==> src/verilog/dio_pkg.sv <==
// dio_pkg: constants, register map and carrier types of the digital i/o state and output block
// assumes: a classic wishbone slave with 32-bit data and byte addresses
package dio_pkg;
   // register byte offsets
   localparam logic [7:0] DIO_OFF_CTRL   = 8'h00; // comm commands and select bits
   localparam logic [7:0] DIO_OFF_STATE  = 8'h04; // actual device states, read only
   localparam logic [7:0] DIO_OFF_ASGN_A = 8'h08; // assignment values of outputs 1..4
   localparam logic [7:0] DIO_OFF_ASGN_B = 8'h0c; // assignment values of outputs 5..8
   localparam logic [7:0] DIO_OFF_MANUAL = 8'h10; // manual output bits
   localparam logic [7:0] DIO_OFF_DOUT   = 8'h14; // contact output levels, read only
   localparam logic [7:0] DIO_OFF_ISTAT  = 8'h18; // sticky events, write one to clear
   localparam logic [7:0] DIO_OFF_IMASK  = 8'h1c; // interrupt enables
   // control register fields
   localparam int DIO_CTRL_AM_LINK  = 0; // auto/manual assigned to contact, linked
   localparam int DIO_CTRL_RL_LINK  = 1; // remote/local assigned to contact, linked
   localparam int DIO_CTRL_COMM_MAN = 2; // comm commanded manual
   localparam int DIO_CTRL_COMM_REM = 3; // comm commanded remote
   localparam int DIO_CTRL_COMM_RUN = 4; // comm commanded run
   localparam int DIO_CTRL_BRK_LSB  = 5; // 2-bit heater break source choice
   // state register / status fields
   localparam int DIO_ST_MAN = 0;
   localparam int DIO_ST_REM = 1;
   localparam int DIO_ST_RUN = 2;
   localparam int DIO_ST_DO  = 3; // any output changed
   // reset values
   localparam logic [31:0] DIO_CTRL_RST = 32'h0000_0000;
   localparam logic [3:0]  DIO_ASGN_RST = 4'h0;
   // heater break source choice
   localparam logic [1:0] DIO_BRK_TEMP = 2'h0;
   localparam logic [1:0] DIO_BRK_CT   = 2'h1;
   localparam logic [1:0] DIO_BRK_BOTH = 2'h2;
   // assignment value codes
   localparam logic [3:0] DIO_A_NONE   = 4'h0;
   localparam logic [3:0] DIO_A_MANUAL = 4'h1;
   localparam logic [3:0] DIO_A_EVOR   = 4'h2;
   localparam logic [3:0] DIO_A_CH1    = 4'h3;
   localparam logic [3:0] DIO_A_CH4    = 4'h6;
   localparam logic [3:0] DIO_A_EV1    = 4'h7;
   localparam logic [3:0] DIO_A_EV4    = 4'ha;
   localparam logic [3:0] DIO_A_BREAK  = 4'hb;
   localparam logic [3:0] DIO_A_BURN   = 4'hc;
   localparam logic [3:0] DIO_A_COMBO  = 4'hd;
   // field inputs coming from the linked modules
   typedef struct packed {
      logic [3:0][3:0] chan_event; // [channel][event]
      logic [3:0]      heater_break_alarm;
      logic [11:0]     ct_break;   // current transformer module alarms
      logic [3:0]      burnout;
      logic [3:0]      rise_sel;   // event 3 set as rise completion
      logic [3:0]      rise_done;
   } dio_src_t;
   // actual device states
   typedef struct packed {
      logic run;
      logic remote;
      logic manual;
   } dio_state_t;
endpackage

==> src/verilog/dio_outsel.sv <==
// dio_outsel: combinational source selection for eight contact outputs
// assumes: sources are synchronous and stable at the clock
`timescale 1ns/1ps
module dio_outsel
(
   // configuration
   input  wire logic [7:0][3:0] asgn_i,
   input  wire logic [7:0]      manual_i,
   input  wire logic [1:0]      brk_sel_i,
   // sources
   input  wire dio_pkg::dio_src_t src_i,
   // selected levels
   output logic [7:0]           dout_o
);
   logic [3:0] ev_or;   // per event, or across channels
   logic       brk_or;  // chosen heater break summary
   logic       rise_ok; // all selected channels done
   logic       burn_or; // any burnout

   // summary terms shared by both groups of four
   always_comb
   begin
      for (int e = 0; e < 4; e++)
      begin
         ev_or[e] = src_i.chan_event[0][e] | src_i.chan_event[1][e]
                  | src_i.chan_event[2][e] | src_i.chan_event[3][e];
      end
      burn_or = |src_i.burnout;
      // channels not set to rise completion do not hold it back
      rise_ok = &(src_i.rise_done | ~src_i.rise_sel);
      if (brk_sel_i == dio_pkg::DIO_BRK_CT)
         brk_or = |src_i.ct_break;
      else if (brk_sel_i == dio_pkg::DIO_BRK_BOTH)
         brk_or = (|src_i.ct_break) | (|src_i.heater_break_alarm);
      else
         brk_or = |src_i.heater_break_alarm;
   end

   // per output mux; position p is the index within its group
   always_comb
   begin
      int p;
      p = 0;
      for (int o = 0; o < 8; o++)
      begin
         p = o % 4;
         unique case (asgn_i[o])
            dio_pkg::DIO_A_NONE:   dout_o[o] = 1'b0;
            dio_pkg::DIO_A_MANUAL: dout_o[o] = manual_i[o];
            dio_pkg::DIO_A_EVOR:   dout_o[o] = ev_or[p];
            dio_pkg::DIO_A_BREAK:  dout_o[o] = src_i.heater_break_alarm[p];
            dio_pkg::DIO_A_BURN:   dout_o[o] = src_i.burnout[p];
            dio_pkg::DIO_A_COMBO:
            begin
               case (p)
                  0:       dout_o[o] = rise_ok;
                  1:       dout_o[o] = brk_or;
                  2:       dout_o[o] = burn_or;
                  default: dout_o[o] = manual_i[o];
               endcase
            end
            default:
            begin
               // 3..6 one channel's events, 7..10 one event over channels
               if (asgn_i[o] >= dio_pkg::DIO_A_CH1 && asgn_i[o] <= dio_pkg::DIO_A_CH4)
                  dout_o[o] = src_i.chan_event[2'(asgn_i[o] - dio_pkg::DIO_A_CH1)][p];
               else if (asgn_i[o] >= dio_pkg::DIO_A_EV1 && asgn_i[o] <= dio_pkg::DIO_A_EV4)
                  dout_o[o] = src_i.chan_event[p][2'(asgn_i[o] - dio_pkg::DIO_A_EV1)];
               else
                  dout_o[o] = 1'b0; // 14, 15 unused
            end
         endcase
      end
   end
endmodule

==> src/verilog/dio_top.sv <==
// dio_top: actual state resolution and contact output drive with a wishbone register file
// assumes: contact inputs already debounced and synchronous to MCLK_I
// Summary of operation
// - linked auto/manual follows contact, closed means manual
// - linked remote/local follows contact, closed means remote
// - run needs closed contact and comm run
// - per output value 0..13; 0 off, 1 manual
// - value 2: or of event n over channels
// - value 11: heater break alarm channel n
// - value 13 third: or of burnout states
// - value 13 first: all rise completions done
// - value 13 second: chosen heater break or
//
// The Wishbone register port and the placing of the registers were left to the implementer.
`timescale 1ns/1ps
module dio_top
(
   // clock and reset
   input  wire logic              MCLK_I,
   input  wire logic              RST_I,
   // wishbone slave
   input  wire logic              CYC_I,
   input  wire logic              STB_I,
   input  wire logic              WE_I,
   input  wire logic [7:0]        ADR_I,
   input  wire logic [3:0]        SEL_I,
   input  wire logic [31:0]       DAT_I,
   output logic [31:0]            DAT_O,
   output logic                   ACK_O,
   output logic                   ERR_O,
   // field contacts
   input  wire logic              AUTO_MANUAL_SELECT_I,
   input  wire logic              REMOTE_LOCAL_SELECT_I,
   input  wire logic              RUN_CONTACT_I,
   input  wire dio_pkg::dio_src_t SRC_I,
   // outputs
   output logic [7:0]             DOUT_O,
   output dio_pkg::dio_state_t    STATE_O,
   output logic                   IRQ_O
);
   logic [31:0]      ctrl_r, ctrl_nxt;       // commands and select bits
   logic [7:0][3:0]  asgn_r, asgn_nxt;       // assignment values
   logic [7:0]       man_r, man_nxt;         // manual bits
   logic [3:0]       ist_r, ist_nxt;         // sticky events
   logic [3:0]       imask_r, imask_nxt;     // enables
   logic [7:0]       dout_r, dout_nxt;       // registered outputs
   dio_pkg::dio_state_t st_r, st_nxt;        // actual states
   logic             ack_r, ack_nxt;
   logic             err_r, err_nxt;
   logic [31:0]      rdat_r, rdat_nxt;
   logic [7:0]       sel_dout;               // mux result
   logic             req;                    // new bus request
   logic [2:0]       st_evt;                 // state change events
   logic [3:0]       evt;

   // byte-lane merge used by every writable register except the sticky events, which clear from lane 0
   function automatic logic [31:0] merge(input logic [31:0] old, input logic [31:0] d,
                                         input logic [3:0] sel);
      logic [31:0] r;
      r = old;
      for (int b = 0; b < 4; b++)
         if (sel[b])
            r[b*8 +: 8] = d[b*8 +: 8];
      return r;
   endfunction

   dio_outsel u_sel
   (
      .asgn_i    (asgn_r),
      .manual_i  (man_r),
      .brk_sel_i (ctrl_r[dio_pkg::DIO_CTRL_BRK_LSB +: 2]),
      .src_i     (SRC_I),
      .dout_o    (sel_dout)
   );

   // request taken once; ack drops in the cycle after it was given
   assign req = CYC_I && STB_I && !ack_r && !err_r;

   // actual state resolution
   always_comb
   begin
      // when not linked, communication alone decides
      if (ctrl_r[dio_pkg::DIO_CTRL_AM_LINK])
         st_nxt.manual = AUTO_MANUAL_SELECT_I;
      else
         st_nxt.manual = ctrl_r[dio_pkg::DIO_CTRL_COMM_MAN];
      if (ctrl_r[dio_pkg::DIO_CTRL_RL_LINK])
         st_nxt.remote = REMOTE_LOCAL_SELECT_I;
      else
         st_nxt.remote = ctrl_r[dio_pkg::DIO_CTRL_COMM_REM];
      // stop wins from either side
      st_nxt.run = RUN_CONTACT_I && ctrl_r[dio_pkg::DIO_CTRL_COMM_RUN];
      dout_nxt   = sel_dout;
   end

   assign st_evt = st_nxt ^ st_r;
   assign evt    = {|(dout_nxt ^ dout_r), st_evt[2], st_evt[1], st_evt[0]};

   // register file and bus answer
   always_comb
   begin
      ctrl_nxt  = ctrl_r;
      asgn_nxt  = asgn_r;
      man_nxt   = man_r;
      imask_nxt = imask_r;
      ist_nxt   = ist_r;
      ack_nxt   = 1'b0;
      err_nxt   = 1'b0;
      rdat_nxt  = rdat_r;
      if (req && WE_I)
      begin
         if (ADR_I == dio_pkg::DIO_OFF_CTRL)
         begin
            ctrl_nxt = merge(ctrl_r, DAT_I, SEL_I) & 32'h0000_007f;
            ack_nxt  = 1'b1;
         end
         else if (ADR_I == dio_pkg::DIO_OFF_ASGN_A)
         begin
            asgn_nxt[3:0] = 16'(merge({16'h0, asgn_r[3:0]}, DAT_I, SEL_I));
            ack_nxt  = 1'b1;
         end
         else if (ADR_I == dio_pkg::DIO_OFF_ASGN_B)
         begin
            asgn_nxt[7:4] = 16'(merge({16'h0, asgn_r[7:4]}, DAT_I, SEL_I));
            ack_nxt  = 1'b1;
         end
         else if (ADR_I == dio_pkg::DIO_OFF_MANUAL)
         begin
            man_nxt = 8'(merge({24'h0, man_r}, DAT_I, SEL_I));
            ack_nxt = 1'b1;
         end
         else if (ADR_I == dio_pkg::DIO_OFF_ISTAT)
         begin
            if (SEL_I[0])
               ist_nxt = ist_r & ~DAT_I[3:0];
            ack_nxt = 1'b1;
         end
         else if (ADR_I == dio_pkg::DIO_OFF_IMASK)
         begin
            imask_nxt = 4'(merge({28'h0, imask_r}, DAT_I, SEL_I));
            ack_nxt   = 1'b1;
         end
         else if (ADR_I == dio_pkg::DIO_OFF_STATE || ADR_I == dio_pkg::DIO_OFF_DOUT)
            ack_nxt = 1'b1; // read-only, write ignored
         else
            err_nxt = 1'b1;
      end
      else if (req)
      begin
         ack_nxt = 1'b1;
         if (ADR_I == dio_pkg::DIO_OFF_CTRL)
            rdat_nxt = ctrl_r;
         else if (ADR_I == dio_pkg::DIO_OFF_STATE)
            rdat_nxt = {29'h0, st_r};
         else if (ADR_I == dio_pkg::DIO_OFF_ASGN_A)
            rdat_nxt = {16'h0, asgn_r[3:0]};
         else if (ADR_I == dio_pkg::DIO_OFF_ASGN_B)
            rdat_nxt = {16'h0, asgn_r[7:4]};
         else if (ADR_I == dio_pkg::DIO_OFF_MANUAL)
            rdat_nxt = {24'h0, man_r};
         else if (ADR_I == dio_pkg::DIO_OFF_DOUT)
            rdat_nxt = {24'h0, dout_r};
         else if (ADR_I == dio_pkg::DIO_OFF_ISTAT)
            rdat_nxt = {28'h0, ist_r};
         else if (ADR_I == dio_pkg::DIO_OFF_IMASK)
            rdat_nxt = {28'h0, imask_r};
         else
         begin
            ack_nxt  = 1'b0;
            err_nxt  = 1'b1;
            rdat_nxt = 32'h0;
         end
      end
      // a new event beats a same-cycle clear
      ist_nxt = ist_nxt | evt;
   end

   // all state registers
   always_ff @(posedge MCLK_I or posedge RST_I)
   begin
      if (RST_I)
      begin
         ctrl_r  <= dio_pkg::DIO_CTRL_RST;
         asgn_r  <= {8{dio_pkg::DIO_ASGN_RST}};
         man_r   <= 8'h00;
         ist_r   <= 4'h0;
         imask_r <= 4'h0;
         dout_r  <= 8'h00;
         st_r    <= '0;
         ack_r   <= 1'b0;
         err_r   <= 1'b0;
         rdat_r  <= 32'h0;
      end
      else
      begin
         ctrl_r  <= ctrl_nxt;
         asgn_r  <= asgn_nxt;
         man_r   <= man_nxt;
         ist_r   <= ist_nxt;
         imask_r <= imask_nxt;
         dout_r  <= dout_nxt;
         st_r    <= st_nxt;
         ack_r   <= ack_nxt;
         err_r   <= err_nxt;
         rdat_r  <= rdat_nxt;
      end
   end

   assign DAT_O   = rdat_r;
   assign ACK_O   = ack_r;
   assign ERR_O   = err_r;
   assign DOUT_O  = dout_r;
   assign STATE_O = st_r;
   assign IRQ_O   = |(ist_r & imask_r);
endmodule
==> config.mk <==
export PLATFORM = sky130hd
export DESIGN_NAME = dio_top
export DESIGN_NICKNAME = d
export VERILOG_FILES = /design/src/verilog/dio_pkg.sv /design/src/verilog/dio_outsel.sv /design/src/verilog/dio_top.sv
export SDC_FILE = /design/constraint.sdc
export NUM_CORES = 1
export LEC_CHECK = 0
export BUFFER_PORTS_ARGS = -buffer_cell sky130_fd_sc_hd__buf_4
export CORE_MARGIN = 5
export CORE_UTILIZATION = 25
export CTS_BUF_LIST = sky130_fd_sc_hd__clkbuf_16
export DETAILED_ROUTE_END_ITERATION = 8
export SLEW_MARGIN = 20
export SYNTH_ARGS = -nofsm -noshare
export SYNTH_HDL_FRONTEND = slang
export SYNTH_SLANG_ARGS = --single-unit
==> constraint.sdc <==
create_clock -name MCLK_I -period 3.4 [get_ports MCLK_I]
set_input_delay 0.34 -clock MCLK_I [delete_from_list [all_inputs] [get_ports MCLK_I]]
set_output_delay 0.34 -clock MCLK_I [all_outputs]
set_load 0.01 [all_outputs]
==> results of run 1 <==
[worst max-delay path: stages, from the launching register on]
cell and delay (ns):
dfrtp_1 0.46, inv_1 0.11, ha_1 0.34, mux4_1 0.56, a32o_1 0.24, a221o_1 0.36
xor2_1 0.16, nor4_2 0.33, nand4_1 0.12
[registers in the layout (all words and copies together) (netlist names)]
name,cells
ACK_O,1
DAT_O,16
DOUT_O,8
ERR_O,1
STATE_O,3
asgn_r,32
ctrl_r,7
imask_r,4
ist_r,4
man_r,8
[synthesized netlist by cell type (all sizes together), types with 6 or more instances]
| library cell | n | area share, % |
|---|---|---|
| nor2 | 30 | 1.9 |
| o31ai | 8 | 1.0 |
| and2 | 9 | 0.97 |
| mux2 | 45 | 8.7 |
| a22oi | 15 | 1.9 |
| nor3 | 17 | 1.7 |
| nor4 | 7 | 0.86 |
| buf | 22 | 2.6 |
| ha | 32 | 6.9 |
| o32ai | 6 | 0.90 |
| a31oi | 8 | 0.86 |
| mux4 | 16 | 6.5 |
| nand2 | 48 | 3.1 |
| mux2i | 12 | 2.1 |
| a21oi | 14 | 1.2 |
| xor2 | 6 | 0.90 |
| clkbuf | 19 | 1.2 |
| a211oi | 6 | 0.78 |
| inv | 33 | 2.1 |
| a22o | 6 | 0.90 |
| nor2b | 12 | 1.3 |
| o21ai | 33 | 2.8 |
| nand2b | 8 | 0.86 |
| and3 | 6 | 0.65 |
| nand3 | 12 | 1.0 |
| a221oi | 7 | 1.2 |
| dfrtp | 84 | 36 |
[cell families after synthesis]
group	after synthesis	share of synthesized area, %
AOI/OAI and AO/OA	139	17.19
and+or+nand+nor	169	15.08
DFF	84	36.19
other	1	0.06457
muxes	73	17.26
xor gates and xnor gates	9	1.357
adders and majority gates	32	6.894
buffers and inverters	74	5.967
[power by group]
part,internal [mW],switching [mW],leakage (nW)
Combinational,0.123,0.141,1.99
Sequential,1.02,0.0232,1.13
Clock,0.642,0.433,0.159
Total,1.78,0.598,3.28
[worst max-delay path by stage]
stage | to | cells after the start | slack, ns | startpoint
after floorplan | ist_r[3] | 8 | 0.86 | asgn_r[16]
after global placement | ist_r[3] | 8 | 0.63 | asgn_r[16]
after detailed placement | ist_r[3] | 8 | 0.58 | asgn_r[24]
after CTS | ist_r[3] | 8 | 0.55 | asgn_r[16]
after global routing | ist_r[3] | 8 | 0.39 | asgn_r[16]
final | ist_r[3] | 8 | 0.57 | asgn_r[16]
[layer usage]
layer	vias up	share of wire, %	routed length [um]	GRT usage (%)
met5	-	0	0	0
met4	0	2.5	452	5.536
met3	28	7.3	1339	2.582
met2	200	46	8330	20.86
met1	2409	45	8131	19.08
li1	2340	-	-	-
[metrics by stage]
| stage | setup slack [ns] | total power [mW] | instance area (um2) | cells |
|---|---|---|---|---|
| floorplan | 0.8560 | 1.188 | 5864 | 596 |
| global placement | 0.6304 | 1.324 | 6898 | 983 |
| detailed placement | 0.5790 | 1.326 | 6898 | 983 |
| CTS | 0.5453 | 2.405 | 7216 | 999 |
| global route | 0.3939 | 2.473 | 7216 | 999 |
| finish | 0.5678 | 2.381 | 7216 | 999 |
[final cells by class]
class | count | area (um2) | area share, %
Sequential cell | 84 | 2102 | 29.13
Tap cell | 313 | 391.6 | 5.427
Clock buffer | 9 | 225.2 | 3.121
Multi-Input combinational cell | 438 | 3416 | 47.34
Clock inverter | 7 | 92.59 | 1.283
Timing Repair Buffer | 115 | 863.3 | 11.96
Inverter | 33 | 125.1 | 1.734
==> impl_metrics.ini, run 1 <==
[floorplan]
io_pins = 142
die_area_um2 = 26380
core_area_um2 = 22780
die_height_um = 162.4
floorplan.initialDensity_pct = 25.50
die_w_um = 162.4
row_count = 55

[sta]
rsz0062_at_grt = no
fmaxAchievable_ghz = 0.3531
drv_slew = 0
hold_ws_ns = 0.001168
timing.setup.tns_ns = 0
slew_headroom_pct = 47.59
tightest_slew_ns = 0.7801
min_period_over_period_pct = 83.30
period_needed_ns = 2.832
setup_viol = 0
timing_hold_violations_final = 0
clock_skew_ns = 0.009890

[grt]
antenna_found_initial = 0
grt-ovfl-total = 0
grt_max_degree = 41
grt_pass1_vias = 4794
gr-usage-all-layers_pct = 13.69
grt_pass1_wl_mm = 27.92

[cts]
clk_pin_slew_ns = 0.07
clk_latency_ns = 0.36
cts_tree = built
holdBufCountCts = 0
cts.path.max_buffers = 2
clock_sinks = 84
htree_levels = 3
cts_setup_buffers = 0
ctsRootBufferMaster = clkbuf_16
cts-resized-gates = 0
numCtsBuffers = 9

[worst_setup_path]
critPathCaptureType = register
rr_worst_depth = 8
worstPathArrival_ns = 3.05
start_kind = register
r2r_end = ist_r[3]
critPathKind = reg2reg
r2r-start = asgn_r[16]
required_ns = 3.62
path_max_fanout = 7
r2r_slack_ns = 0.57

[routing]
antenna_left = 0
routed_wirelength_mm = 18.25
drc_errors = 0
drt_iter0_drc = 430
routed_via_density = 4.982
wl_per_cell_um = 18.27
num_vias = 4977
firstDrtPassIters = 5

[cells_and_area]
postLayoutCoreUtil_pct = 31.68
antenna_cells = 0
n_fill_cell = 2382
drive_gt1_share_pct = 22.16
layout.cells.most_common = buf_4
syn2layout_area_growth_pct = 24.24
fin_nets = 809
final_cell_mix = buf_4, dfrtp_1, nand2_1

[placed_design]
gp_congestion = 0.8551
port-buffer-count = 107
dpl.hpwl_mm = 14.52

[synthesis]
synthFlopType = dfrtp_1
yosys_warnings = 0
yosys.cell_types.count = 67
synthArstFlopShare_pct = 100.0
ys_seq_area_share_pct = 36.19
ys_seq_elements = 84
synth_area_um2 = 5808
synthCells = 581
syn_area_per_cell_um2 = 9.997
synth_edf_count = 0

[min_path]
hold_class = in2async

[pwr]
p_per_area_nw_per_um2 = 330.0
ir_drop_v = 0.0002168
p_leak_nw = 3.281

[run_status]
status = finished, final reports clean

[run]
max_cap_viol_count = 0
No activity file was read; power rests on OpenSTA's default activity.
==> run 2: changes to the inputs <==
==> constraint.sdc (replaced) <==
create_clock -name MCLK_I -period 2.3 [get_ports MCLK_I]
set_input_delay 0.23 -clock MCLK_I [delete_from_list [all_inputs] [get_ports MCLK_I]]
set_output_delay 0.23 -clock MCLK_I [all_outputs]
set_load 0.01 [all_outputs]
==> run 2 against run 1 <==
- non-clock buffer count grew 35
- design area grew 3.8%
- first-iteration DRC count up 4.0%
- clock-buffer cell count unchanged
- routed wire length rose by 3.8%
- utilization rose by 1.2 points
- the run now ends with setup timing left
- via count up 2.6%
- worst setup slack worse by 0.70 ns
- largest power group is now sequential cells
- fmax increased by 16%
- worst hold slack improved by 0.018 ns
- register-to-register slack got worse by 0.70 ns
==> impl_metrics.ini, run 2 (same netlist as run 1, synthesis figures left out) <==
[grt]
grt-ovfl-total = 0
antenna_found_initial = 0
grt_max_degree = 85
grt_pass1_wl_mm = 29.41
grt_pass1_vias = 5083
gr-usage-all-layers_pct = 14.30

[cells_and_area]
final_cell_mix = buf_4, dfrtp_1, nand2_1
largest_reg_flops = 32
postLayoutCellArea_um2 = 7488
syn2layout_area_growth_pct = 28.93
fin_nets = 844
regMostFlops = asgn_r
n_fill_cell = 2372
layout.cells.most_common = buf_4
antenna_cells = 0
drive_gt1_share_pct = 27.50
stdcell_count = 1033

[floorplan]
core_area_um2 = 22780
row_count = 55
io_pins = 142
die_area_um2 = 26380
floorplan.initialDensity_pct = 25.50
die_height_um = 162.4
die_w_um = 162.4

[pwr]
p_leak_nw = 3.426
ir_drop_v = 0.0003260
totalPowerFinal_mw = 3.376
p_per_area_nw_per_um2 = 450.8

[sta]
rsz0062_at_grt = yes
slew_headroom_pct = 47.11
timing_hold_violations_final = 0
tightest_slew_ns = 0.7733
timing.setup.tns_ns = -0.1351
drv_slew = 0
period_needed_ns = 2.435
setup_viol = 1
fmaxAchievable_ghz = 0.4107
clock_skew_ns = 0.007257
setup_ws_ns = -0.1351
min_period_over_period_pct = 105.9

[placed_design]
placed_area_um2 = 7193
dpl.hpwl_mm = 14.98
dp_cells = 1017
dpl_worst_slack_ns = -0.1655
gp_congestion = 0.8670
port-buffer-count = 107

[cts]
clk_pin_slew_ns = 0.06
clk_latency_ns = 0.35
cts.path.max_buffers = 2
numCtsBuffers = 9
cts_tree = built
clock_sinks = 84
ctsRootBufferMaster = clkbuf_16
htree_levels = 3

[routing]
routed_via_density = 4.944
drc_errors = 0
wl_per_cell_um = 18.34
antenna_left = 0
firstDrtPassIters = 4
num_vias = 5107
routed_wirelength_mm = 18.95
drt_iter0_drc = 447

[worst_setup_path]
rr_worst_depth = 8
path_max_fanout = 2
r2r-start = asgn_r[17]
start_kind = register
r2r_end = ist_r[3]
required_ns = 2.52
critPathKind = reg2reg
critPathCaptureType = register
r2r_slack_ns = -0.14
worstPathArrival_ns = 2.65

[run_status]
failed_checks = setup timing
status = finished with violations

[min_path]
hold_class = in2async

[run]
max_cap_viol_count = 0
## run 2: cell type report
cell class / count / area [um2] / share of cell area, %
flip-flops and latches: 84 / 2102 / 28.07
well taps: 313 / 391.6 / 5.230
clock buffers: 9 / 225.2 / 3.008
inverters: 33 / 127.6 / 1.704
multi-input cells: 438 / 3446 / 46.01
repair buffers: 150 / 1139 / 15.20
clock inverters: 6 / 57.56 / 0.7686
## run 2: through the flow
stage / hold slack [ns] / utilization (%)
after global placement: 0.4102 / 31.58
after floorplan: 0.3525 / -
after global routing: 0.06200 / 32.88
final: 0.01874 / 32.88
after CTS: 0.02515 / 32.86
after detailed placement: 0.4120 / 31.58
## run 2: critical path, cell delays in order, from the launching register on
cell,delay (ns)
dfrtp_1,0.36
inv_2,0.05
ha_4,0.28
mux4_2,0.50
a32o_1,0.23
a221o_1,0.34
xor2_1,0.16
nor4_2,0.27
nand4_1,0.11
## run 2: what timing repair did
item | CTS | global route
setup endpoints to repair | 1 | 1
resized for setup | 7 | 2
buffers inserted | 0 | 1
pin swaps | 5 | 5
hold buffers | 0 | 0
gates cloned | 0 | 0
## run 2: report_power, final
group / total, mW / internal, mW / switching (mW)
Combinational: 0.413 / 0.192 / 0.221
Sequential: 1.54 / 1.51 / 0.0311
Clock: 1.42 / 0.826 / 0.599
## run 2: how the worst max path moves through the flow
stage	startpoint	cells past startpoint	end
2_1_floorplan	asgn_r[16]	8	ist_r[3]
3_3_place_gp	asgn_r[17]	8	ist_r[3]
4_1_cts	asgn_r[0]	8	ist_r[3]
5_1_grt	asgn_r[17]	8	ist_r[3]
3_5_place_dp	asgn_r[17]	8	ist_r[3]
6_report	asgn_r[17]	8	ist_r[3]
## run 2: layer usage
metal | global-route usage, % | share of wire [%] | wire length (um)
met3 | 2.354 | 5.5 | 1035
met1 | 19.68 | 46 | 8641
met4 | 4.498 | 2.0 | 381
met2 | 23.00 | 47 | 8889
met5 | 0 | 0 | 0
